<file path="src/design/pdf_defs.vh">
`ifndef PDF_DEFS_VH
`define PDF_DEFS_VH

// register offsets on the internal register port (10-bit word address)
`define PDF_ADDR_W 10
`define PDF_DATA_W 16
`define PDF_OFS_NEG_LEVEL 10'h01a
`define PDF_OFS_HS_DRAIN 10'h18a
`define PDF_OFS_HS_SOURCE 10'h18b
`define PDF_OFS_LS_DRAIN_A 10'h18c
`define PDF_OFS_LS_DRAIN_B 10'h18d
`define PDF_OFS_LS_SLOPE 10'h18f
`define PDF_OFS_DAC_A 10'h19e
`define PDF_OFS_DAC_B 10'h19f
`define PDF_OFS_DAC_C 10'h1a0
`define PDF_OFS_DAC_D 10'h1a1
`define PDF_OFS_DAC_E 10'h1a2
`define PDF_OFS_SERIAL 10'h1c8
`define PDF_OFS_BIAS 10'h1f0
`define PDF_OFS_GAIN 10'h1f1
`define PDF_OFS_OUT_MUX 10'h1f2
`define PDF_OFS_STATUS 10'h1f3

// field positions
`define PDF_RISE_LSB 0
`define PDF_FALL_LSB 2
`define PDF_SERIAL_SLOPE_BIT 0
`define PDF_HS_BIAS_LSB 0
`define PDF_LS_BIAS_LSB 5
`define PDF_STRONG_LSB 11
`define PDF_AMP_GAIN_LSB 0
`define PDF_OUT1_GAIN_LSB 8
`define PDF_OUT2_GAIN_LSB 10
`define PDF_OUT1_SEL_LSB 0
`define PDF_OUT2_SEL_LSB 3

// reset value of every configuration register
`define PDF_CFG_RESET 16'h0000

`endif

</file>
<file path="src/design/pdf_predriver_fanout.v">
`timescale 1ns/1ps
`include "pdf_defs.vh"

// Notes on behaviour
// - seventh low-side output gated by flags, allow
// - seventh low-side rise/fall slopes from register
// - per high-side bootstrap charge block during end
// - high-side drain thresholds, three bits each
// - high-side source thresholds, three bits each
// - six low-side drain thresholds over two registers
// - bias enables; strong bias drivers two, four
// - two-bit gain per current-sense amplifier
// - two-bit gain per analog output buffer
// - five eight-bit DAC levels from registers
// - three-bit negative level for block four
// - accept six comparator results plus block four pair
// - two three-bit analog output mux selects
// - serial output slope bit from serial config
// - missing clock drops drive-allow until switchover
// - clock-lost set while pll clock invalid
// - high-side drivers disabled while clock lost
// - gate supply under flag when supply low
module pdf_predriver_fanout (
    input wire mclk,
    input wire resetn,
    // internal register port from the serial logic
    input wire [9:0] regAddr,
    input wire regWrEn,
    input wire [15:0] regWrData,
    input wire regRdEn,
    output reg [15:0] regRdData,
    // drive requests and phases from the logic core (mclk domain)
    input wire lowSideSevenRequest,
    input wire [4:0] highSideRequest,
    input wire [4:0] endOfDrivePhase,
    // analog status inputs (asynchronous)
    input wire gateSupplyBelow,
    input wire logicSupplyBelow,
    input wire extClockMissing,
    input wire backupSwitchDone,
    input wire pllClockInvalid,
    input wire [5:0] currentCompare,
    input wire block4HighCompare,
    input wire block4LowCompare,
    // drive outputs
    output reg lowSideSevenDriveOut,
    output reg [4:0] highSideDriveOut,
    output reg [1:0] lowSideSevenRiseSlope,
    output reg [1:0] lowSideSevenFallSlope,
    output reg [4:0] bootstrapChargeBlock,
    // monitor thresholds, three bits per driver
    output reg [14:0] highDrainThreshold,
    output reg [14:0] highSourceThreshold,
    output reg [17:0] lowDrainThreshold,
    // bias enables
    output reg [4:0] highBiasEnable,
    output reg [5:0] lowBiasEnable,
    output reg [1:0] highStrongBias,
    // current sense and analog outputs
    output reg [7:0] ampGain,
    output reg [1:0] out1BufferGain,
    output reg [1:0] out2BufferGain,
    output reg [39:0] currentDacLevel,
    output reg [2:0] block4NegativeLevel,
    output reg [2:0] out1MuxSelect,
    output reg [2:0] out2MuxSelect,
    output reg serialSlowSlope,
    // status
    output reg gateSupplyUnder,
    output reg logicSupplyUnder,
    output reg clockValidDriveAllow,
    output reg clockLost,
    output reg [5:0] currentCompareSync,
    output reg block4HighCompareSync,
    output reg block4LowCompareSync
);

    // configuration storage, indexed
    reg [15:0] negLevelCfg;
    reg [15:0] hsDrainCfg;
    reg [15:0] hsSourceCfg;
    reg [15:0] lsDrainCfgA;
    reg [15:0] lsDrainCfgB;
    reg [15:0] lsSlopeCfg;
    reg [15:0] dacCfg [0:4]; // five current DAC level registers
    reg [15:0] serialCfg;
    reg [15:0] biasCfg;
    reg [15:0] gainCfg;
    reg [15:0] outMuxCfg;

    // synchronised analog inputs
    wire [3:0] flagSync; // gate uv, logic uv, ext missing, pll invalid
    wire switchDoneSync;
    wire [7:0] compareSync;
    reg extMissingLast; // edge memory for missing-clock detect
    wire extMissingRise;
    wire [15:0] statusWord;
    integer i;

    // level flags from the analog side
    pdf_sync3 #(
        .W(4)
    ) flagSyncInst (
        .mclk(mclk),
        .resetn(resetn),
        .asyncIn({pllClockInvalid, extClockMissing, logicSupplyBelow, gateSupplyBelow}),
        .syncOut(flagSync)
    );

    // switchover completion from the backup clock block
    pdf_sync3 #(
        .W(1)
    ) switchSyncInst (
        .mclk(mclk),
        .resetn(resetn),
        .asyncIn(backupSwitchDone),
        .syncOut(switchDoneSync)
    );

    // comparator results from the measurement blocks
    pdf_sync3 #(
        .W(8)
    ) compareSyncInst (
        .mclk(mclk),
        .resetn(resetn),
        .asyncIn({block4LowCompare, block4HighCompare, currentCompare}),
        .syncOut(compareSync)
    );

    // register writes; full-word writes only, unmapped writes dropped
    always @(posedge mclk or negedge resetn) begin
        if (!resetn) begin
            negLevelCfg <= `PDF_CFG_RESET;
            hsDrainCfg <= `PDF_CFG_RESET;
            hsSourceCfg <= `PDF_CFG_RESET;
            lsDrainCfgA <= `PDF_CFG_RESET;
            lsDrainCfgB <= `PDF_CFG_RESET;
            lsSlopeCfg <= `PDF_CFG_RESET;
            for (i = 0; i < 5; i = i + 1) begin
                dacCfg[i] <= `PDF_CFG_RESET;
            end
            serialCfg <= `PDF_CFG_RESET;
            biasCfg <= `PDF_CFG_RESET;
            gainCfg <= `PDF_CFG_RESET;
            outMuxCfg <= `PDF_CFG_RESET;
        end else if (regWrEn) begin
            case (regAddr)
                `PDF_OFS_NEG_LEVEL: negLevelCfg <= regWrData;
                `PDF_OFS_HS_DRAIN: hsDrainCfg <= regWrData;
                `PDF_OFS_HS_SOURCE: hsSourceCfg <= regWrData;
                `PDF_OFS_LS_DRAIN_A: lsDrainCfgA <= regWrData;
                `PDF_OFS_LS_DRAIN_B: lsDrainCfgB <= regWrData;
                `PDF_OFS_LS_SLOPE: lsSlopeCfg <= regWrData;
                `PDF_OFS_DAC_A: dacCfg[0] <= regWrData;
                `PDF_OFS_DAC_B: dacCfg[1] <= regWrData;
                `PDF_OFS_DAC_C: dacCfg[2] <= regWrData;
                `PDF_OFS_DAC_D: dacCfg[3] <= regWrData;
                `PDF_OFS_DAC_E: dacCfg[4] <= regWrData;
                `PDF_OFS_SERIAL: serialCfg <= regWrData;
                `PDF_OFS_BIAS: biasCfg <= regWrData;
                `PDF_OFS_GAIN: gainCfg <= regWrData;
                `PDF_OFS_OUT_MUX: outMuxCfg <= regWrData;
                default: begin
                    // unmapped address: nothing stored
                end
            endcase
        end
    end

    // live status word: comparators, flags, clock state
    assign statusWord = {3'h0, clockLost, clockValidDriveAllow, logicSupplyUnder,
                         gateSupplyUnder, block4LowCompareSync, block4HighCompareSync,
                         1'b0, currentCompareSync};

    // read data registered one cycle after regRdEn; unmapped reads zero
    always @(posedge mclk or negedge resetn) begin
        if (!resetn) begin
            regRdData <= 16'h0000;
        end else if (regRdEn) begin
            case (regAddr)
                `PDF_OFS_NEG_LEVEL: regRdData <= negLevelCfg;
                `PDF_OFS_HS_DRAIN: regRdData <= hsDrainCfg;
                `PDF_OFS_HS_SOURCE: regRdData <= hsSourceCfg;
                `PDF_OFS_LS_DRAIN_A: regRdData <= lsDrainCfgA;
                `PDF_OFS_LS_DRAIN_B: regRdData <= lsDrainCfgB;
                `PDF_OFS_LS_SLOPE: regRdData <= lsSlopeCfg;
                `PDF_OFS_DAC_A: regRdData <= dacCfg[0];
                `PDF_OFS_DAC_B: regRdData <= dacCfg[1];
                `PDF_OFS_DAC_C: regRdData <= dacCfg[2];
                `PDF_OFS_DAC_D: regRdData <= dacCfg[3];
                `PDF_OFS_DAC_E: regRdData <= dacCfg[4];
                `PDF_OFS_SERIAL: regRdData <= serialCfg;
                `PDF_OFS_BIAS: regRdData <= biasCfg;
                `PDF_OFS_GAIN: regRdData <= gainCfg;
                `PDF_OFS_OUT_MUX: regRdData <= outMuxCfg;
                `PDF_OFS_STATUS: regRdData <= statusWord;
                default: regRdData <= 16'h0000;
            endcase
        end
    end

    // missing-clock event: only the rising edge drops the allow, so a
    // clock that stays missing after switchover does not block forever
    assign extMissingRise = flagSync[2] & ~extMissingLast;

    // supply flags, clock state and drive-allow
    always @(posedge mclk or negedge resetn) begin
        if (!resetn) begin
            extMissingLast <= 1'b0;
            gateSupplyUnder <= 1'b0;
            logicSupplyUnder <= 1'b0;
            clockLost <= 1'b0;
            clockValidDriveAllow <= 1'b1;
        end else begin
            extMissingLast <= flagSync[2];
            gateSupplyUnder <= flagSync[0];
            logicSupplyUnder <= flagSync[1];
            clockLost <= flagSync[3];
            if (extMissingRise) begin
                clockValidDriveAllow <= 1'b0;
            end else if (switchDoneSync) begin
                clockValidDriveAllow <= 1'b1;
            end
        end
    end

    // pre-drive gating; high-side drive drops on any blocking condition, low-side seven ignores clockLost, bootstrap follows endOfDrivePhase ungated
    always @(posedge mclk or negedge resetn) begin
        if (!resetn) begin
            lowSideSevenDriveOut <= 1'b0;
            highSideDriveOut <= 5'h00;
            bootstrapChargeBlock <= 5'h00;
        end else begin
            lowSideSevenDriveOut <= lowSideSevenRequest & ~gateSupplyUnder & ~logicSupplyUnder
                                    & clockValidDriveAllow;
            highSideDriveOut <= highSideRequest & {5{~gateSupplyUnder & ~logicSupplyUnder
                                & clockValidDriveAllow & ~clockLost}};
            bootstrapChargeBlock <= endOfDrivePhase;
        end
    end

    // configuration fan-out to the analog front end
    always @(posedge mclk or negedge resetn) begin
        if (!resetn) begin
            lowSideSevenRiseSlope <= 2'h0;
            lowSideSevenFallSlope <= 2'h0;
            highDrainThreshold <= 15'h0000;
            highSourceThreshold <= 15'h0000;
            lowDrainThreshold <= 18'h00000;
            highBiasEnable <= 5'h00;
            lowBiasEnable <= 6'h00;
            highStrongBias <= 2'h0;
            ampGain <= 8'h00;
            out1BufferGain <= 2'h0;
            out2BufferGain <= 2'h0;
            currentDacLevel <= 40'h0000000000;
            block4NegativeLevel <= 3'h0;
            out1MuxSelect <= 3'h0;
            out2MuxSelect <= 3'h0;
            serialSlowSlope <= 1'b0;
            currentCompareSync <= 6'h00;
            block4HighCompareSync <= 1'b0;
            block4LowCompareSync <= 1'b0;
        end else begin
            lowSideSevenRiseSlope <= lsSlopeCfg[`PDF_RISE_LSB +: 2];
            lowSideSevenFallSlope <= lsSlopeCfg[`PDF_FALL_LSB +: 2];
            highDrainThreshold <= hsDrainCfg[14:0];
            highSourceThreshold <= hsSourceCfg[14:0];
            // drivers one to five in the first register, six in the second
            lowDrainThreshold <= {lsDrainCfgB[2:0], lsDrainCfgA[14:0]};
            highBiasEnable <= biasCfg[`PDF_HS_BIAS_LSB +: 5];
            lowBiasEnable <= biasCfg[`PDF_LS_BIAS_LSB +: 6];
            // bit 0 is high driver two, bit 1 high driver four
            highStrongBias <= biasCfg[`PDF_STRONG_LSB +: 2];
            ampGain <= gainCfg[`PDF_AMP_GAIN_LSB +: 8];
            out1BufferGain <= gainCfg[`PDF_OUT1_GAIN_LSB +: 2];
            out2BufferGain <= gainCfg[`PDF_OUT2_GAIN_LSB +: 2];
            for (i = 0; i < 5; i = i + 1) begin
                currentDacLevel[i*8 +: 8] <= dacCfg[i][7:0];
            end
            block4NegativeLevel <= negLevelCfg[2:0];
            out1MuxSelect <= outMuxCfg[`PDF_OUT1_SEL_LSB +: 3];
            out2MuxSelect <= outMuxCfg[`PDF_OUT2_SEL_LSB +: 3];
            serialSlowSlope <= serialCfg[`PDF_SERIAL_SLOPE_BIT];
            currentCompareSync <= compareSync[5:0];
            block4HighCompareSync <= compareSync[6];
            block4LowCompareSync <= compareSync[7];
        end
    end

endmodule // pdf_predriver_fanout

</file>
<file path="src/design/pdf_sync3.v">
`timescale 1ns/1ps

// three-stage synchroniser for inputs from outside the mclk domain;
// the output moves only when stages two and three agree on a bit
module pdf_sync3 #(
    parameter W = 1
) (
    input wire mclk,
    input wire resetn,
    input wire [W-1:0] asyncIn,
    output reg [W-1:0] syncOut
);

    reg [W-1:0] stageOne; // metastability catcher, read by stageTwo only
    reg [W-1:0] stageTwo;
    reg [W-1:0] stageThree;

    // shift chain plus agreement filter
    always @(posedge mclk or negedge resetn) begin
        if (!resetn) begin
            stageOne <= {W{1'b0}};
            stageTwo <= {W{1'b0}};
            stageThree <= {W{1'b0}};
            syncOut <= {W{1'b0}};
        end else begin
            stageOne <= asyncIn;
            stageTwo <= stageOne;
            stageThree <= stageTwo;
            // agree: take value; disagree: hold previous
            syncOut <= (stageTwo & stageThree) | (syncOut & (stageTwo | stageThree));
        end
    end

endmodule // pdf_sync3

</file>
<file path="config.mk">
export PLATFORM = sky130hd
export DESIGN_NAME = pdf_predriver_fanout
export DESIGN_NICKNAME = d
export VERILOG_FILES = /design/src/design/pdf_predriver_fanout.v /design/src/design/pdf_sync3.v
export VERILOG_INCLUDE_DIRS = /design/src /design/src/design
export SDC_FILE = /design/constraint.sdc
export NUM_CORES = 1
export LEC_CHECK = 0
export ABC_AREA = 1
export BUFFER_PORTS_ARGS = -buffer_cell sky130_fd_sc_hd__buf_2
export CAP_MARGIN = 40
export CORE_ASPECT_RATIO = 0.8
export CORE_MARGIN = 5
export CORE_UTILIZATION = 35
export DETAILED_ROUTE_END_ITERATION = 16
export PLACE_DENSITY_LB_ADDON = 0.3
export RECOVER_POWER = 50
export SYNTH_ARGS = -nofsm -noshare
export SYNTH_HDL_FRONTEND = slang
export SYNTH_SLANG_ARGS = --single-unit
</file>
<file path="constraint.sdc">
create_clock -name mclk -period 2.95 [get_ports mclk]
set_input_delay 0.295 -clock mclk [delete_from_list [all_inputs] [get_ports mclk]]
set_output_delay 0.295 -clock mclk [all_outputs]
set_load 0.02 [all_outputs]
</file>
==> metrics.yaml <==
run_status:
  status: "complete, but fails checks"
  violations: "max-capacitance violations, max-slew violations"
logic_synthesis:
  yosysTopAreaCellShare_pct: 66.15
  syn_inst: 1720
  yosysWarningCount: 0
  synth_cell_types: 24
  avgSynthCellArea_um2: 10.07
  synth_area_leader_cell: "dfrtp_1"
  synth_compound_area_share_pct: 7.683
  synth_seq_area_share_pct: 66.30
  synth.area.mux_share_pct: 0
  synthAdderAreaFrac_pct: 0.7510
  synth-xor-area-share_pct: 0
  synth_top_family_by_area: "simple AND/OR/NAND/NOR gates"
  synth_simple_gate_area_share_pct: 21.25
  synth-seq-cells: 459
  syn_nets: 1774
  synthesis.area_um2: 17330
  yosys-top-cells-area: "dfrtp_1 (66%), nand2_1 (10%), nand4_1 (5.8%)"
power:
  total_power_mw: 13.98
  leakagePower_nw: 10.90
  power.density_nw_per_um2: 655.7
  max-vdd-ir-drop_uv: 441.7
setup_path:
  required_ps: 3390
  cp.arrival_ps: 2590
  startpoint: "regAddr[5]"
  rr_endpoint: "highSideDriveOut[2]$_DFF_PN0_"
  r2r_cells: 3
  crit_end: "lsSlopeCfg[12]$_DFFE_PN0P_"
  reg2reg_from: "clockValidDriveAllow$_DFFE_PN1P_"
  rrSetupSlack_ps: 1390
  crit_type: "primary input to register"
  start_kind: "primary input"
  path_max_fanout: 30
  crit_path_end_kind: "register"
global_routing:
  met1_usage_pct: 28.76
  busiest_layer: "met2"
  use_met3_pct: 6.584
  grtUsageTotal_pct: 20.46
  grt_max_degree: 100
  globalRouteMet2Util_pct: 30.48
  grt_pass1_vias: 13569
  grt_pass1_wl_um: 84790
  overflow: 0
  antenna_found_initial: 1
finish:
  final_area_um2: 21330
  antennaDiodeCount: 0
  instances_no_fill: 2633
  final_common_cell: "nand2_1"
  fin_util_pct: 43.24
  nNetsFinal: 2010
  final_cell_mix: "nand2_1 (473), dfrtp_1 (458), buf_2 (213)"
  areaGrowthSynthToFinish_pct: 23.08
  drive_gt1_share_pct: 18.84
flow_run:
  cap_violations: 1
cts:
  htree_levels: 2
  cts_resized: 0
  cts_hold_buf: 25
  numClockSinks: 459
  post_cts_buffers: 0
  cts_made_buffers: 49
  tritoncts: "built"
  clock_latency_ps: 590
  clk_path_buf_depth: 3
  clockRootBuffer: "clkbuf_16"
  clk_pin_slew_ps: 70
routing:
  vias: 13562
  first_pass_iters: 5
  drc_errors: 0
  viasPerCell: 5.151
  routed_wl_um: 55580
  drt_iter0_markers: 1615
  ant_nets: 0
  avgRoutedWirePerCell_um: 21.11
timing:
  hold_viol_final: 0
  hold_ws_ps: 63.60
  worst_pin_slew_ps: 1786
  post-route-min-period_ps: 2150
  final-setup-viol-count: 0
  tns_ps: 0
  timing.final.crit_share_pct: 72.89
  max_freq_mhz: 465.0
  relSlewSlack_pct: -19.09
  final.setup_skew_ps: 20.93
  rsz0062_at_grt: "no"
  slew_viol_final: 51
  setup_slack_ps: 799.6
floorplan:
  die-height_um: 209.0
  io_pins: 220
  rows: 73
  start_util_pct: 35.13
  core_area_um2: 49320
  dieArea_um2: 54080
  fp.dieW_um: 258.8
placed_design:
  gp_congestion: 0.9249
  dp_hpwl_um: 38540
  dp_cells: 2517
  placed_cell_area_um2: 19320
  io_buffers: 219
  place_ws_ps: 655.4
worst_hold_path:
  hold_path.class: "primary input to register"
-- worst min path at each step --
| stage | start | end | depth (start not counted) |
|---|---|---|---|
| floorplan | resetn | ampGain[0]$_DFF_PN0_ | 0 |
| global placement | resetn | compareSyncInst.stageOne[6]$_DFF_PN0_ | 1 |
| detailed placement | resetn | compareSyncInst.stageOne[6]$_DFF_PN0_ | 1 |
| CTS | regWrData[5] | biasCfg[5]$_DFFE_PN0P_ | 3 |
| global route | regWrData[5] | biasCfg[5]$_DFFE_PN0P_ | 3 |
| finish | regWrData[5] | biasCfg[5]$_DFFE_PN0P_ | 3 |
-- kinds of logic (layout without fill, tap and decap cells) --
logic type               count (synthesis)  count (layout)
buffers and inverters                  165             441
adder cells (fa/ha/maj)                 13              13
flip-flops                             459             459
AND/OR/NAND/NOR                        817             817
AO/OA/AOI/OAI                          266             266
-- cell usage after synthesis --
library cell,instances
a21oi_1,1
buf_2,46
buf_4,3
buf_6,1
clkbuf_1,59
dfrtp_1,458
dfstp_2,1
inv_1,49
inv_2,7
maj3_1,13
nand2_1,473
nand2_2,2
nand3_1,63
nand3_2,2
nand4_1,160
nand4_2,2
nor2_1,86
nor2_2,19
nor2_4,6
nor3_1,2
nor4_1,1
o21ai_0,142
o21ai_1,123
or4_1,1
-- critical path, cell delays in order --
cell	delay, ps
clkbuf_1	150
clkinv_1	80
nand2_1	100
nor2_4	120
clkbuf_1	1070
nand4_1	240
clkbuf_1	330
nand2_1	100
o21ai_0	90
-- flip-flops by register name, indices dropped and copies added, names as in the netlist, 16 cells and up --
register	flops
lsDrainCfgA	16
lsSlopeCfg	16
lsDrainCfgB	16
gainCfg	16
serialCfg	16
hsDrainCfg	16
negLevelCfg	16
hsSourceCfg	16
currentDacLevel	40
dacCfg	80
lowDrainThreshold	18
regRdData	16
biasCfg	16
outMuxCfg	16
-- cell type report --
type,count,area (um^2)
clock inverter,23,341.6
fill,4670,28000
clock buffer,68,1470
multi-input combinational,1096,5120
timing repair buffer,294,1899
inverter,56,210.2
sequential,459,11490
tap,637,797.0
-- layer usage --
metal / part of all wire [%] / wire, um / vias up
li1: - / - / 6264
met1: 43 / 23810 / 6602
met2: 44 / 24630 / 584
met3: 9.6 / 5357 / 110
met4: 3.2 / 1768 / 2
met5: 0.023 / 13 / -
-- power breakdown --
part           switching [mW]  internal [mW]
combinational           0.496          0.183
clock                    2.58           4.19
sequential             0.0971           6.44
(Power assumes the default switching activity.)
